==> config.mk <==
export PLATFORM = sky130hd
export DESIGN_NAME = tsc_core
export DESIGN_NICKNAME = d
export VERILOG_FILES = /design/src/verilog/tsc_pkg.sv /design/src/verilog/tsc_sync.sv /design/src/verilog/tsc_tick.sv /design/src/verilog/tsc_core.sv
export SDC_FILE = /design/constraint.sdc
export NUM_CORES = 1
export LEC_CHECK = 0
export BUFFER_PORTS_ARGS = -buffer_cell sky130_fd_sc_hd__buf_2
export CAP_MARGIN = 25
export CORE_ASPECT_RATIO = 1.75
export CORE_MARGIN = 3
export CORE_UTILIZATION = 44
export CTS_CLUSTER_DIAMETER = 30
export DETAILED_ROUTE_END_ITERATION = 10
export PLACE_DENSITY_LB_ADDON = 0.1
export SLEW_MARGIN = 20
export SYNTH_ARGS = -nofsm -noshare
export SYNTH_HDL_FRONTEND = slang
export SYNTH_HIERARCHICAL = 1
export SYNTH_SLANG_ARGS = --single-unit
==> constraint.sdc <==
create_clock -name sys_clk -period 6.8 [get_ports sys_clk]
set_input_delay 0.34 -clock sys_clk [delete_from_list [all_inputs] [get_ports sys_clk]]
set_output_delay 0.34 -clock sys_clk [all_outputs]
set_load 0.05 [all_outputs]
==> src/verilog/tsc_pkg.sv <==
// Shared constants and types of the touch sampling controller
package tsc_pkg;
  localparam int CLK_PERIOD_NS = 10;
  localparam int TICK_NS = 5000;
  localparam int TICK_CYC = TICK_NS / CLK_PERIOD_NS;
  localparam int TICK_US = TICK_NS / 1000;
  localparam int SAMPLE_BASE_US = 320;
  localparam int SAMPLE_BASE_TICKS = SAMPLE_BASE_US / TICK_US;
  localparam int CYCLE_STEP_MS = 35;
  localparam int CYCLE_STEP_TICKS = CYCLE_STEP_MS * 1000 / TICK_US;
  localparam int CAL_TIMEOUT_MS = 600;
  localparam int CAL_TIMEOUT_TICKS = CAL_TIMEOUT_MS * 1000 / TICK_US;
  localparam int NUM_INPUTS = 6;

  // Register indices; byte address is four times the index
  localparam logic [5:0] IDX_STATUS = 6'h03;
  localparam logic [5:0] IDX_GEN_CFG = 6'h20;
  localparam logic [5:0] IDX_SENSE_CFG = 6'h22;
  localparam logic [5:0] IDX_SENSE_CFG2 = 6'h23;
  localparam logic [5:0] IDX_SAMPLING = 6'h24;
  localparam logic [5:0] IDX_CAL_REQ = 6'h26;
  localparam logic [5:0] IDX_IRQ_EN = 6'h27;
  localparam logic [5:0] IDX_REPEAT_EN = 6'h28;

  localparam logic [6:0] RST_SAMPLING = 7'h39;
  localparam logic [5:0] RST_CAL_REQ = 6'h00;
  localparam logic [5:0] RST_IRQ_EN = 6'h3f;
  localparam logic [5:0] RST_REPEAT_EN = 6'h3f;
  localparam logic [7:0] RST_SENSE_CFG = 8'ha4;
  localparam logic [3:0] RST_SENSE_CFG2 = 4'h7;
  localparam logic RST_GEN_CFG = 1'b0;
  localparam logic [5:0] RST_STATUS = 6'h00;

  localparam int SMP_N_LSB = 4;
  localparam int DUR_LSB = 2;
  localparam int CYC_LSB = 0;
  localparam int RATE_LSB = 0;

  typedef enum logic {SQ_SLEEP, SQ_SAMPLE} tsc_seq_t;
  typedef enum logic {CL_IDLE, CL_RUN} tsc_cal_t;
endpackage

==> src/verilog/tsc_sync.sv <==
// Three-stage pin synchroniser with agreement filter
`timescale 1ns/100ps
`default_nettype none
module tsc_sync #(
  parameter int W = 6
) (
  input wire logic sys_clk,
  input wire logic rst,
  input wire logic [W-1:0] din,
  output logic [W-1:0] dout
);
  logic [W-1:0] s1_q, s2_q, s3_q, out_q;
  always_ff @(posedge sys_clk or posedge rst) begin
    if (rst) begin
      s1_q <= '0;
      s2_q <= '0;
      s3_q <= '0;
      out_q <= '0;
    end else begin
      s1_q <= din;
      s2_q <= s1_q;
      s3_q <= s2_q;
      // Change only once stages two and three agree
      out_q <= (s2_q & s3_q) | (out_q & (s2_q | s3_q));
    end
  end
  assign dout = out_q;
endmodule // tsc_sync
`default_nettype wire

==> src/verilog/tsc_tick.sv <==
// Time base: 5 us tick and 35 ms step pulses
`timescale 1ns/100ps
`default_nettype none
module tsc_tick #(
  parameter int TICK_CYC = tsc_pkg::TICK_CYC
) (
  input wire logic sys_clk,
  input wire logic rst,
  output logic tick,
  output logic step
);
  logic [11:0] div_q;
  logic [12:0] stp_q;
  wire logic div_end = (div_q == 12'(TICK_CYC - 1));
  wire logic stp_end = (stp_q == 13'(tsc_pkg::CYCLE_STEP_TICKS - 1));
  always_ff @(posedge sys_clk or posedge rst) begin
    if (rst) begin
      div_q <= '0;
      stp_q <= '0;
    end else begin
      div_q <= div_end ? 12'd0 : div_q + 12'd1;
      if (div_end) begin
        stp_q <= stp_end ? 13'd0 : stp_q + 13'd1;
      end
    end
  end
  assign tick = div_end;
  assign step = div_end & stp_end;
endmodule // tsc_tick
`default_nettype wire

==> src/verilog/tsc_core.sv <==
// Touch sampling sequencer, recalibration and interrupt control
//
// The APB interface to the registers was chosen for this implementation.
`timescale 1ns/100ps
`default_nettype none
module tsc_core #(
  parameter int TICK_CYC = tsc_pkg::TICK_CYC,
  parameter int SMP_W = 16
) (
  input wire logic sys_clk,
  input wire logic rst,
  input wire logic psel,
  input wire logic penable,
  input wire logic pwrite,
  input wire logic [7:0] paddr,
  input wire logic [31:0] pwdata,
  output logic [31:0] prdata,
  output logic pready,
  output logic pslverr,
  input wire logic [5:0] sense_touch,
  input wire logic [5:0] input_enable,
  input wire logic fully_active,
  input wire logic [SMP_W-1:0] sample_value,
  output logic sample_take,
  output logic [2:0] sample_chan,
  output logic meas_valid,
  output logic [SMP_W-1:0] meas_result,
  output logic low_power,
  output logic cal_start,
  output logic [2:0] cal_chan,
  output logic [5:0] base_invalid,
  input wire logic cal_done,
  input wire logic [9:0] cal_value_in,
  output logic [9:0] calibration_value,
  output logic cal_update,
  output logic irq
);
  localparam int ACC_W = SMP_W + 7;
  localparam int CAL_W = 17;
  function automatic logic addr_is(input logic [7:0] a, input logic [5:0] idx);
    addr_is = (a == {idx, 2'b00});
  endfunction
  // Lowest set bit at or above a start position; 6 means none
  function automatic logic [2:0] next_chan(input logic [5:0] mask, input logic [2:0] from);
    logic [2:0] r;
    r = 3'd6;
    for (int i = 5; i >= 0; i--) begin
      if (mask[i] && (i >= int'(from))) begin
        r = 3'(i);
      end
    end
    next_chan = r;
  endfunction
  logic tick, step;
  logic [5:0] touch_s;
  tsc_tick #(.TICK_CYC(TICK_CYC)) u_tick (
    .sys_clk(sys_clk),
    .rst(rst),
    .tick(tick),
    .step(step)
  );
  tsc_sync #(.W(6)) u_sync (
    .sys_clk(sys_clk),
    .rst(rst),
    .din(sense_touch),
    .dout(touch_s)
  );
  // Register file
  logic [6:0] sampling_q;
  logic [5:0] cal_req_q, cal_req_d, irq_en_q, repeat_en_q, status_q, status_d;
  logic [7:0] sense_cfg_q;
  logic [3:0] sense_cfg2_q;
  logic supp_q;
  logic [31:0] prdata_q;
  logic [5:0] ev, press_ev, rel_ev, rep_ev, cal_clr, cal_mask;
  wire logic wr_en = psel & penable & pwrite;
  wire logic w_smp = wr_en & addr_is(paddr, tsc_pkg::IDX_SAMPLING);
  wire logic w_cal = wr_en & addr_is(paddr, tsc_pkg::IDX_CAL_REQ);
  wire logic w_ien = wr_en & addr_is(paddr, tsc_pkg::IDX_IRQ_EN);
  wire logic w_rep = wr_en & addr_is(paddr, tsc_pkg::IDX_REPEAT_EN);
  wire logic w_sc1 = wr_en & addr_is(paddr, tsc_pkg::IDX_SENSE_CFG);
  wire logic w_sc2 = wr_en & addr_is(paddr, tsc_pkg::IDX_SENSE_CFG2);
  wire logic w_gen = wr_en & addr_is(paddr, tsc_pkg::IDX_GEN_CFG);
  wire logic w_sts = wr_en & addr_is(paddr, tsc_pkg::IDX_STATUS);
  wire logic mapped = addr_is(paddr, tsc_pkg::IDX_SAMPLING) | addr_is(paddr, tsc_pkg::IDX_CAL_REQ)
    | addr_is(paddr, tsc_pkg::IDX_IRQ_EN) | addr_is(paddr, tsc_pkg::IDX_REPEAT_EN)
    | addr_is(paddr, tsc_pkg::IDX_SENSE_CFG) | addr_is(paddr, tsc_pkg::IDX_SENSE_CFG2)
    | addr_is(paddr, tsc_pkg::IDX_GEN_CFG) | addr_is(paddr, tsc_pkg::IDX_STATUS);
  wire logic [7:0] rd_mux =
    addr_is(paddr, tsc_pkg::IDX_SAMPLING) ? {1'b0, sampling_q} :
    addr_is(paddr, tsc_pkg::IDX_CAL_REQ) ? {2'b00, cal_req_q} :
    addr_is(paddr, tsc_pkg::IDX_IRQ_EN) ? {2'b00, irq_en_q} :
    addr_is(paddr, tsc_pkg::IDX_REPEAT_EN) ? {2'b00, repeat_en_q} :
    addr_is(paddr, tsc_pkg::IDX_SENSE_CFG) ? sense_cfg_q :
    addr_is(paddr, tsc_pkg::IDX_SENSE_CFG2) ? {4'h0, sense_cfg2_q} :
    addr_is(paddr, tsc_pkg::IDX_GEN_CFG) ? {7'h00, supp_q} :
    addr_is(paddr, tsc_pkg::IDX_STATUS) ? {2'b00, status_q} : 8'h00;
  // Hardware set wins over software clear
  assign status_d = (status_q & ~(w_sts ? pwdata[5:0] : 6'h00)) | ev;
  // Write of zero leaves pending requests alone
  assign cal_req_d = (cal_req_q & ~cal_clr) | (w_cal ? pwdata[5:0] : 6'h00);
  always_ff @(posedge sys_clk or posedge rst) begin
    if (rst) begin
      sampling_q <= tsc_pkg::RST_SAMPLING;
      cal_req_q <= tsc_pkg::RST_CAL_REQ;
      irq_en_q <= tsc_pkg::RST_IRQ_EN;
      repeat_en_q <= tsc_pkg::RST_REPEAT_EN;
      sense_cfg_q <= tsc_pkg::RST_SENSE_CFG;
      sense_cfg2_q <= tsc_pkg::RST_SENSE_CFG2;
      supp_q <= tsc_pkg::RST_GEN_CFG;
      status_q <= tsc_pkg::RST_STATUS;
      prdata_q <= 32'h0000_0000;
    end else begin
      if (w_smp) sampling_q <= pwdata[6:0];
      if (w_ien) irq_en_q <= pwdata[5:0];
      if (w_rep) repeat_en_q <= pwdata[5:0];
      if (w_sc1) sense_cfg_q <= pwdata[7:0];
      if (w_sc2) sense_cfg2_q <= pwdata[3:0];
      if (w_gen) supp_q <= pwdata[0];
      cal_req_q <= cal_req_d;
      status_q <= status_d;
      // Read data captured in setup so the access phase needs no wait
      if (psel && !penable) prdata_q <= {24'h000000, rd_mux};
    end
  end
  assign prdata = prdata_q;
  assign pready = 1'b1;
  assign pslverr = psel & penable & ~mapped;
  assign irq = |(status_q & irq_en_q);
  // Sampling sequencer
  tsc_pkg::tsc_seq_t seq_q, seq_d;
  logic [2:0] chan_q, chan_d;
  logic [7:0] cnt_q, cnt_d;
  logic [9:0] dur_q, dur_d;
  logic [ACC_W-1:0] acc_q, acc_d;
  logic [14:0] elapsed_q, elapsed_d;
  logic take_q, take_d, valid_q, valid_d;
  logic [SMP_W-1:0] result_q, result_d;
  wire logic [2:0] code_n = sampling_q[tsc_pkg::SMP_N_LSB +: 3];
  wire logic [1:0] dur_sel = sampling_q[tsc_pkg::DUR_LSB +: 2];
  wire logic [1:0] cyc_sel = sampling_q[tsc_pkg::CYC_LSB +: 2];
  wire logic [7:0] n_last = 8'((9'd1 << code_n) - 9'd1);
  wire logic [9:0] dur_last = 10'((10'(tsc_pkg::SAMPLE_BASE_TICKS) << dur_sel) - 10'd1);
  wire logic [14:0] cycle_ticks = 15'(tsc_pkg::CYCLE_STEP_TICKS * (int'(cyc_sel) + 1));
  // Elapsed keeps running while sampling, so after an overrun the next cycle starts at once
  wire logic cycle_due = fully_active && (elapsed_q >= cycle_ticks);
  wire logic [2:0] first_ch = next_chan(input_enable, 3'd0);
  wire logic [2:0] next_ch = next_chan(input_enable, chan_q + 3'd1);
  wire logic [ACC_W-1:0] acc_sum = acc_q + ACC_W'(sample_value);
  always_comb begin
    seq_d = seq_q;
    chan_d = chan_q;
    cnt_d = cnt_q;
    dur_d = dur_q;
    acc_d = acc_q;
    take_d = 1'b0;
    valid_d = 1'b0;
    result_d = result_q;
    elapsed_d = (tick && elapsed_q != 15'h7fff) ? elapsed_q + 15'd1 : elapsed_q;
    case (seq_q)
      tsc_pkg::SQ_SLEEP: begin
        if (cycle_due) begin
          elapsed_d = 15'd0;
          chan_d = first_ch;
          cnt_d = 8'd0;
          dur_d = 10'd0;
          acc_d = '0;
          if (first_ch != 3'd6) seq_d = tsc_pkg::SQ_SAMPLE;
        end
      end
      tsc_pkg::SQ_SAMPLE: begin
        if (tick) begin
          if (dur_q == dur_last) begin
            dur_d = 10'd0;
            take_d = 1'b1;
            acc_d = acc_sum;
            if (cnt_q == n_last) begin
              valid_d = 1'b1;
              result_d = SMP_W'(acc_sum >> code_n);
              acc_d = '0;
              cnt_d = 8'd0;
              chan_d = next_ch;
              if (next_ch == 3'd6) seq_d = tsc_pkg::SQ_SLEEP;
            end else begin
              cnt_d = cnt_q + 8'd1;
            end
          end else begin
            dur_d = dur_q + 10'd1;
          end
        end
      end
      default: seq_d = tsc_pkg::SQ_SLEEP;
    endcase
  end
  always_ff @(posedge sys_clk or posedge rst) begin
    if (rst) begin
      seq_q <= tsc_pkg::SQ_SLEEP;
      chan_q <= 3'd0;
      cnt_q <= 8'd0;
      dur_q <= 10'd0;
      acc_q <= '0;
      elapsed_q <= 15'd0;
      take_q <= 1'b0;
      valid_q <= 1'b0;
      result_q <= '0;
    end else begin
      seq_q <= seq_d;
      chan_q <= chan_d;
      cnt_q <= cnt_d;
      dur_q <= dur_d;
      acc_q <= acc_d;
      elapsed_q <= elapsed_d;
      take_q <= take_d;
      valid_q <= valid_d;
      result_q <= result_d;
    end
  end
  assign sample_take = take_q;
  assign sample_chan = chan_q;
  assign meas_valid = valid_q;
  assign meas_result = result_q;
  assign low_power = (seq_q == tsc_pkg::SQ_SLEEP);
  // Recalibration engine, one input at a time
  tsc_pkg::tsc_cal_t cal_q, cal_d;
  logic [2:0] cch_q, cch_d;
  logic [CAL_W-1:0] ctmr_q, ctmr_d;
  logic cstart_q, cstart_d, upd_q, upd_d;
  logic [9:0] cval_q, cval_d;
  wire logic [2:0] cal_pick = next_chan(cal_req_q, 3'd0);
  wire logic cal_run = (cal_q == tsc_pkg::CL_RUN);
  always_comb begin
    cal_d = cal_q;
    cch_d = cch_q;
    ctmr_d = ctmr_q;
    cstart_d = 1'b0;
    upd_d = 1'b0;
    cval_d = cval_q;
    cal_clr = 6'h00;
    case (cal_q)
      tsc_pkg::CL_IDLE: begin
        if (cal_pick != 3'd6) begin
          cal_d = tsc_pkg::CL_RUN;
          cch_d = cal_pick;
          ctmr_d = '0;
          cstart_d = 1'b1;
        end
      end
      tsc_pkg::CL_RUN: begin
        // Retry on a touch or a timeout; the request bit stays set
        if (touch_s[cch_q]) begin
          cal_d = tsc_pkg::CL_IDLE;
        end else if (cal_done) begin
          cal_d = tsc_pkg::CL_IDLE;
          cal_clr[cch_q] = 1'b1;
          upd_d = 1'b1;
          cval_d = cal_value_in;
        end else if (ctmr_q == CAL_W'(tsc_pkg::CAL_TIMEOUT_TICKS - 1)) begin
          cal_d = tsc_pkg::CL_IDLE;
        end else if (tick) begin
          ctmr_d = ctmr_q + CAL_W'(1);
        end
      end
      default: cal_d = tsc_pkg::CL_IDLE;
    endcase
  end
  always_ff @(posedge sys_clk or posedge rst) begin
    if (rst) begin
      cal_q <= tsc_pkg::CL_IDLE;
      cch_q <= 3'd0;
      ctmr_q <= '0;
      cstart_q <= 1'b0;
      upd_q <= 1'b0;
      cval_q <= 10'd0;
    end else begin
      cal_q <= cal_d;
      cch_q <= cch_d;
      ctmr_q <= ctmr_d;
      cstart_q <= cstart_d;
      upd_q <= upd_d;
      cval_q <= cval_d;
    end
  end
  assign cal_mask = cal_run ? 6'(6'd1 << cch_q) : 6'h00;
  assign base_invalid = cal_mask;
  assign cal_start = cstart_q;
  assign cal_chan = cch_q;
  assign cal_update = upd_q;
  assign calibration_value = cval_q;
  // Per-input touch, release and repeat events
  wire logic [3:0] rate = sense_cfg_q[tsc_pkg::RATE_LSB +: 4];
  for (genvar i = 0; i < tsc_pkg::NUM_INPUTS; i++) begin : g_in
    logic prev_q, held_q;
    logic [4:0] steps_q;
    wire logic now_t = touch_s[i] & ~cal_mask[i];
    // Granularity is one 35 ms step; the first interval may run short
    wire logic [4:0] goal = held_q ? 5'({1'b0, rate}) + 5'd1
                                   : 5'({1'b0, sense_cfg2_q}) + 5'd1;
    wire logic hit = now_t & step & (steps_q + 5'd1 == goal);
    assign press_ev[i] = now_t & ~prev_q;
    assign rel_ev[i] = ~now_t & prev_q;
    assign rep_ev[i] = hit & held_q & repeat_en_q[i];
    assign ev[i] = press_ev[i] | (rel_ev[i] & ~supp_q) | rep_ev[i];
    always_ff @(posedge sys_clk or posedge rst) begin
      if (rst) begin
        prev_q <= 1'b0;
        held_q <= 1'b0;
        steps_q <= 5'd0;
      end else begin
        prev_q <= now_t;
        if (press_ev[i] || !now_t) begin
          held_q <= 1'b0;
          steps_q <= 5'd0;
        end else if (hit) begin
          held_q <= 1'b1;
          steps_q <= 5'd0;
        end else if (step) begin
          steps_q <= steps_q + 5'd1;
        end
      end
    end
  end
endmodule // tsc_core
`default_nettype wire

Yosys cells after proc, flatten, opt, wreduce, memory -nomap -nowiden. Index checks and enable logic that the tools add are counted.

Input bits: 85. Memory bits (read-only): 0. Register bits: 254. Logic and storage cells: 394. Latch bits: 0. RAM bits: 0. Output and inout bits: 78. Memories kept: 0.

Muxes and demuxes: 125. Bitwise logic cells: 113. Multipliers: 1. Add/sub/neg operators: 19. Equality and inequality tests: 32. Reductions and logical operators: 43. Divide/modulo/power cells: 0. Magnitude comparators: 9. Shifts and indexed selects: 4.

Operator list (number): $mux W5 (24); $mux W23 (4); $mux W17 (5); $mux W8 (9); $and A1 B1 Y1 (60); $eq A8 B8 Y1 const B (7); $mux W6 (9); $mux W3 (17); $pmux W23 S2 (1); $mux W15 (3); $mux W1 (35); $pmux W17 S2 (1); $add A5 B1 Y5 const B (6); $and A6 B6 Y6 (5); $eq A5 B5 Y1 (6); $mux W10 (3); $or A6 B6 Y6 (4); $add A23 B16 Y23 (1); $not A1 Y1 (23); $shr A23 B3 Y16 (1); $pmux W10 S2 (1); $or A1 B1 Y1 (19); $reduce_bool A3 Y1 (6); $add A17 B1 Y17 const B (1); other kinds (49) (95).

Logic depth before layout (Yosys ltp). Gate-level depths: netlist of run 1.

Word-level depth: 15. Depth in mapped cells: 15. Depth with buffers taken out: 13.

Hierarchy. The synthesis of run 1 kept the hierarchy.

Modules (own cells, without submodules): tsc_core (cells an instance 1532, area an instance 13508.0 um2, sequential area each 5157.4 um2, times used 1); tsc_tick (cells an instance 126, area an instance 1273.7 um2, sequential area each 625.6 um2, times used 1); tsc_sync (cells an instance 31, area an instance 671.9 um2, sequential area each 600.6 um2, times used 1).

Worst setup path after synthesis of run 1. Ideal clock, no wire load.

Path type: register -> register. From: register sampling_q[4]. To: register result_q[13], in the netlist meas_result[13]. Required time: 6658 ps. Stages on the path, launching flop included: 15. Arrival: 3527 ps. Buffers on the path: 4. Period minus slack after synthesis: 3670 ps. Library setup time: 142 ps. Slack: 3130 ps. Cells stage by stage: dfstp_2 > buf_2 > buf_1 > clkbuf_1 > nand3_1 > ha_1 > buf_2 > xnor2_1 > o21ai_0 > o21a_1 > a2111o_1 > nor4_1 > o2111ai_1 > nand3_1 > a31oi_1.

Word-level cells in the longest chain between the ends: 4. Elaborated cells on any way between the ends: 5. Classes of those cells: add/sub: 1; eq/ne: 1; shift: 2; reduce/logical: 1.

RTL lines: from (decl) (RTL line tsc_core.sv:69) `logic [6:0] sampling_q;`; from (signal assigned) (RTL line tsc_core.sv:104) `sampling_q <= tsc_pkg::RST_SAMPLING;`; from (signal assigned) (RTL line tsc_core.sv:114) `if (w_smp) sampling_q <= pwdata[6:0];`; $shl A1 B3 Y8 (RTL line tsc_core.sv:142) `wire logic [7:0] n_last = 8'((9'd1 << code_n) - 9'd1);`; $sub A8 B1 Y8 (RTL line tsc_core.sv:142); $eq A8 B8 Y1 (RTL line tsc_core.sv:177) `if (cnt_q == n_last) begin`; $reduce_and A4 Y1 (no line); to (signal assigned) (RTL line tsc_core.sv:215) `result_q <= result_d;`; to (decl) (RTL line tsc_core.sv:138) `logic [SMP_W-1:0] result_q, result_d;`.

Parallel ways exist; a longest one is shown, timed or not. A chain may end at the register's enable or synchronous reset.

Worst setup path in the final report of run 1.
From: register sampling_q[5]. To: register result_q[14], in the netlist meas_result[14].

Same word-level chain as after synthesis.

==> results of run 1 <==
[critical path, stage by stage, from the launching register on]
cell and delay (ns):
dfstp_2 0.53, buf_4 0.36, or3_4 0.23, ha_1 0.31, inv_1 0.10, o41a_1 0.46
a211o_1 0.29, nor3_2 0.47, nand2_1 0.47, inv_2 0.39, o221ai_1 0.17, a311oi_1 0.23
o211ai_1 0.12
[state kept, by name, summed over array words and instances, names as in the netlist, 10 cells and up]
| register | count |
|---|---|
| acc_q | 23 |
| g_in.steps_q | 30 |
| dur_q | 10 |
| elapsed_q | 15 |
| ctmr_q | 17 |
| u_tick/div_q | 12 |
| meas_result | 16 |
| u_tick/stp_q | 13 |
| calibration_value | 10 |
[timing repair]
| action | CTS | global route |
|---|---|---|
| hold buffers | 16 | 1 |
| endpoints found under the hold margin | 16 | 56 |
| buffers inserted | 0 | 0 |
| setup endpoints to repair | 0 | 0 |
[cell families (layout without fill, tap and decap cells)]
logic type | count (synthesis) | count (layout) | share of synthesized area [%]
AO/OA/AOI/OAI | 359 | 359 | 15.1
XOR/XNOR | 113 | 113 | 6.40
adder cells (fa/ha/maj) | 63 | 63 | 5.10
buffers and inverters | 152 | 299 | 4.44
flip-flops | 254 | 254 | 41.3
multiplexers | 89 | 89 | 6.53
other | 2 | 25 | 0.0486
AND/OR/NAND/NOR | 657 | 657 | 21.0
[worst paths after layout]
| kind | startpoint | slack [ns] | depth (start not counted) | endpoint |
|---|---|---|---|---|
| max | sampling_q[5]$_DFFE_PP1P_ | 2.55 | 12 | meas_result[14]$_DFFE_PP0P_ |
| min in group asynchronous | rst | 0.40 | 3 | u_tick/div_q[2]$_DFF_PP0_ |
| min reg2reg | u_sync/s1_q[3]$_DFF_PP0_ | 0.35 | 0 | u_sync/s2_q[3]$_DFF_PP0_ |
| max reg2reg | sampling_q[5]$_DFFE_PP1P_ | 2.55 | 12 | meas_result[14]$_DFFE_PP0P_ |
| max in group asynchronous | rst | 4.68 | 5 | g_in[2].steps_q[0]$_DFFE_PP0P_ |
| min | pwdata[7] | 0.06 | 2 | sense_cfg_q[7]$_DFFE_PP1P_ |
[metal layers]
metal,wire length (um),vias to the layer above,GRT usage (%)
met3,1700,74,3.03
met2,22300,302,41.0
met4,1300,0,8.02
met5,0,-,0
li1,-,6274,-
met1,16500,6287,26.0
[power groups by stage]
stage / Clock (mW) / Sequential (mW) / Combinational (mW)
after floorplan: 0 / 1.96 / 1.18
after detailed placement: 0 / 1.89 / 1.71
final: 2.40 / 1.87 / 1.73
after global placement: 0 / 1.89 / 1.69
after global routing: 2.52 / 1.90 / 1.92
after CTS: 2.46 / 1.87 / 1.73
[final cells by class]
cell class                      instances  area, sq um
Inverter                               63          249
Multi-Input combinational cell       1306         8480
Fill cell                            3233        16400
Clock inverter                         38          382
Tap cell                              460          576
Sequential cell                       254         6380
Clock buffer                           52         1270
Timing Repair Buffer                  146          883
[cells in the final DEF, fill, tap and decap left out, types with 16 or more instances in the layout]
cell / synthesis / layout
a21oi_1: 58 / 58
nor2_1: 148 / 147
and2_1: 17 / 17
nand3_1: 78 / 78
inv_1: 60 / 59
nand4_1: 25 / 25
o21ai_0: 125 / 125
mux2_2: 35 / 35
clkbuf_16: 0 / 50
or3_1: 18 / 18
nor3_1: 29 / 29
dlygate4sd3_1: 0 / 17
nand2b_1: 23 / 23
mux2i_1: 48 / 48
o31ai_1: 23 / 23
nand2_1: 215 / 215
dfrtp_1: 232 / 232
conb_1: 2 / 25
dfstp_2: 22 / 22
ha_1: 56 / 56
xnor2_1: 66 / 66
xor2_1: 47 / 47
buf_2: 10 / 113
a211oi_1: 17 / 16
[stage by stage]
step | area, sq um | utilization (%)
2_1_floorplan | 15500 | -
3_3_place_gp | 16400 | 47.3
3_5_place_dp | 16400 | 47.3
4_1_cts | 18200 | 52.6
5_1_grt | 18200 | 52.7
6_report | 18200 | 52.7
==> run metrics, run 1 <==
Async SR Flop Fraction=100%; top post-synthesis cells by area=dfrtp_1, nand2_1, ha_1; switch share=a little under two fifths; Clk Latency, worst-skew pair=between 0.5 and 0.6 ns; Pwr Density=330 mW/mm^2; fin worst setup slack=2.55 ns; Routed Antenna Nets=0; Placed Instances=2,210; Yosys top cell by area=dfrtp_1; RSZ-0062 raised after global routing=false; clock power share=between 40% and 50%; fin nets=between 1,500 and 2,000; Final Hold Fails=0; die area=between 0.03 and 0.04 sq mm; CP endpoint kind=register; Final Max Tran Viols=0; NetSw=2.21 mW; maxcap violations=0; YS warnings=6; Yosys cell types=roughly 100; slew of the pin with the lowest slew margin=0.961 ns; post-DP HPWL=30.5 mm; CTS Buf Count=48; first-pass GRT wire length=between 60 and 70 mm; outcome=complete, no violations; synthesized flop and latch total=approximately 250; CP Max Fanout=38; GPL Wtd Cong=0.855; Setup TNS=0 ns; Worst EP required=around 7.2 ns; Via density=about 5.6; die width=~150 um; period utilisation layout=a little over three fifths; Crit Path Category=register to register; Highest Clock Rate=~240 MHz; die height=~250 um; Synth Cell Area=around 0.015 sq mm; largest net degree at the start of global routing=138; Post-Place Setup Slack=about 2.5 ns; crit path DAT=approximately 4.7 ns; fraction of layout cells with a size suffix above 1=between 10% and 20%; slew margin rel.=35.9%; DR vias=around 13,000; ant diodes=0; drt first pass iters=7; CTS root buffer=clkbuf_16; sequential-to-total area share from yosys stat=between 40% and 50%; Min Hold Slack=~0.060 ns; GR Util All Layers=22.2%; VDD IR max=0.232 mV; top-count cell post-synth=dfrtp_1; clock net sink count=254; CTS H-tree lvls=2; Ports=between 150 and 200; Synth Flop Type=dfrtp_1; Final Total Pwr=6.00 mW; CTS tree=built; Post-synth EDFFs=0; clock transition at the registers of the reported paths=around 0.060 ns; Int Power=around 3.8 mW; Commonest cells post-synth=dfrtp_1, nand2_1, nor2_1, o21ai_0, nand3_1; vias in the first global route=12,964; Leakage=~8.0 nW; initial antenna violation count=0; # setup viols final=0; final wirelength=~42 mm; Flop pwr share=approximately 31%; minimum clock period=about 4.3 ns; Rows=90; drt initial violations=~580; DRC Markers=0; Initial Util=approximately 45%; Worst Skew=roughly 0.019 ns; post-route non-filler standard cell count=2,319; Syn Area/Cell=9.15 sq um; CTS resizes=0; per-cell routed wire length=18.0 um; Startpoint Class=register; core area=~0.035 sq mm; area share of the largest cell type after synthesis=a little under two fifths; Combinational Power Share=around 29%; clock buffer depth=3; Worst Hold Class=input pin to register; Syn-to-layout area delta=17.9%; Port Buffers=~110; Mapped Cells=1,689; GRT overflow=0
Note: power is estimated with default switching activity, not from simulation.
==> run 2, diff against run 1 <==
==> constraint.sdc (replaced) <==
create_clock -name sys_clk -period 4 [get_ports sys_clk]
set_input_delay 0.2 -clock sys_clk [delete_from_list [all_inputs] [get_ports sys_clk]]
set_output_delay 0.2 -clock sys_clk [all_outputs]
set_load 0.05 [all_outputs]
==> run metrics, run 2 (same netlist as run 1, synthesis figures left out) <==
outcome=complete, no violations (unchanged); ant diodes=0 (unchanged); Pwr Density=562 mW/mm^2 (was 330 mW/mm^2); Routed Antenna Nets=0 (unchanged); Core Util, Final=53.3% (was 52.7%); CP Launch Point=sampling_q[0]$_DFFE_PP1P_ (was sampling_q[5]$_DFFE_PP1P_); Worst EP required=4.47 ns (was 7.22 ns); Worst Reg-to-Reg Cells=14 (was 12); first-pass GRT wire length=69.0 mm (was 67.6 mm); post-CTS setup buffers=0 (unchanged); drt first pass iters=5 (was 7); maxcap violations=0 (unchanged); most frequent cells in the layout=dfrtp_1, nand2_1, nor2_1 (unchanged); CTS H-tree lvls=2 (unchanged); final wirelength=43.0 mm (was 41.8 mm); slew of the pin with the lowest slew margin=0.847 ns (was 0.961 ns); commonest non-fill, non-tap cell in the layout=dfrtp_1 (unchanged); Port Buffers=113 (unchanged); Final Hold Fails=0 (unchanged); CTS root buffer=clkbuf_16 (unchanged); fin nets=1,985 (was 1,961); Rows=90 (unchanged); DRC Markers=0 (unchanged); core area=0.0346 sq mm (unchanged); VDD IR max=0.379 mV (was 0.232 mV); CTS Buf Count=47 (was 48); clock net sink count=254 (unchanged); max FFs per register=30 (unchanged); top flop regs=g_in.steps_q (30), acc_q (23), ctmr_q (17) (unchanged); Clk Latency, worst-skew pair=0.56 ns (about the same); post-DP HPWL=32.0 mm (was 30.5 mm); Final Max Tran Viols=0 (unchanged); DR vias=13,099 (was 12,937); clock transition at the registers of the reported paths=0.07 ns (was 0.06 ns); largest net degree at the start of global routing=114 (was 138); fraction of layout cells with a size suffix above 1=18.0% (was 17.6%); Initial Util=44.7% (unchanged); initial antenna violation count=0 (unchanged); die width=148 um (unchanged); CP endpoint kind=register (unchanged); Worst Setup EP=dur_q[4]$_DFFE_PP0P_ (was meas_result[14]$_DFFE_PP0P_); die height=254 um (unchanged); Crit Path Category=register to register (unchanged); GR Util All Layers=22.7% (was 22.2%); CP Max Fanout=9 (was 38); Leakage=8.11 nW (was 7.98 nW); # setup viols final=0 (unchanged); period utilisation layout=92.4% (was 62.5%); RSZ-0062 raised after global routing=false (unchanged); clock buffer depth=3 (unchanged); Worst Skew=0.0362 ns (was 0.0190 ns); crit path DAT=4.16 ns (was 4.67 ns); slew margin rel.=42.9% (was 35.9%); drt initial violations=555 (was 582); vias in the first global route=13,380 (was 12,964); per-cell routed wire length=18.4 um (was 18.0 um); CTS tree=built (unchanged); Highest Clock Rate=271 MHz (was 235 MHz); Startpoint Class=register (unchanged); GRT overflow=0 (unchanged); end of the worst register-to-register path=dur_q[4]$_DFFE_PP0P_ (was meas_result[14]$_DFFE_PP0P_); Syn-to-layout area delta=19.3% (was 17.9%); Ports=163 (unchanged); Setup TNS=0 ns (unchanged); Biggest register=g_in.steps_q (unchanged); die area=0.0375 sq mm (unchanged); minimum clock period=3.69 ns (was 4.25 ns); reg-to-reg setup timing slack=0.31 ns (was 2.55 ns); Critical R2R Launch=sampling_q[0]$_DFFE_PP1P_ (was sampling_q[5]$_DFFE_PP1P_); Worst Hold Class=input pin to register (unchanged); GPL Wtd Cong=0.908 (was 0.855); Via density=5.60 (was 5.58)
==> run 2: changes by cell type in the layout (fill, tap and decap cells not counted), moves of 3 or more <==
cell / change
buf_12: +3
buf_4: +12
clkinv_4: -6
clkinvlp_4: -5
dlygate4sd3_1: +11
inv_6: +4
inv_8: +4
==> run 2: power by group <==
part / switching, mW / total, mW / leakage, nW / internal, mW
Sequential: 0.319 / 3.18 / 3.23 / 2.86
Clock: 1.53 / 4.05 / 0.799 / 2.53
Combinational: 2.04 / 3.13 / 4.08 / 1.09
==> run 2: worst min-delay path by stage <==
stage / start / to / slack (ns) / cells after the start
2_1_floorplan: rst / u_sync/dout[0]$_DFF_PP0_ / 0.21 / 1
3_3_place_gp: sense_touch[2] / u_sync/s1_q[2]$_DFF_PP0_ / 0.31 / 1
3_5_place_dp: sense_touch[3] / u_sync/s1_q[3]$_DFF_PP0_ / 0.31 / 1
4_1_cts: paddr[5] / supp_q$_DFFE_PP0P_ / 0.08 / 3
5_1_grt: paddr[5] / supp_q$_DFFE_PP0P_ / 0.10 / 3
6_report: fully_active / dur_q[5]$_DFFE_PP0P_ / 0.1 / 4
==> run 2: what timing repair did <==
item                                   CTS  global route
hold buffers                            28             0
endpoints found under the hold margin  252             0
resized for setup                        0             0
==> run 2: worst max-delay path, cell delays in order (launching register included) <==
cell and delay (ns):
dfstp_2 0.64, inv_1 0.16, ha_1 0.41, xnor2_1 0.22
inv_1 0.07, ha_1 0.28, nor2b_1 0.13, o21a_1 0.16
o21ai_0 0.14, a21oi_1 0.12, o221ai_1 0.30, a21oi_1 0.21
buf_4 0.19, or4_1 0.49, nand2_1 0.08
==> run 2: area by class of cell <==
cell class	count	area, sq um
sequential	254	6380
tap	460	576
fill	3280	16100
timing repair buffer	171	1130
inverter	63	245
clock buffer	53	1250
multi-input combinational	1306	8480
clock inverter	34	382
==> run 2: metal layers <==
layer / wire length [um] / up-vias / track usage, %
li1: - / 6309 / -
met2: 23300 / 273 / 43.5
met1: 15700 / 6406 / 23.8
met3: 1460 / 111 / 2.82
met4: 2520 / 0 / 12.3
met5: 0 / - / 0
==> run 2: stage by stage <==
| step | power [mW] | instances | area [sq um] | hold slack [ns] | worst slack (ns) |
|---|---|---|---|---|---|
| floorplan | 5.34 | 1712 | 15500 | 0.215 | 0.330 |
| global placement | 6.27 | 2225 | 16500 | 0.309 | 0.359 |
| detailed placement | 6.31 | 2225 | 16500 | 0.310 | 0.312 |
| CTS | 10.5 | 2340 | 18400 | 0.0761 | 0.257 |
| global route | 10.9 | 2341 | 18400 | 0.104 | 0.0362 |
| finish | 10.4 | 2341 | 18400 | 0.0966 | 0.305 |
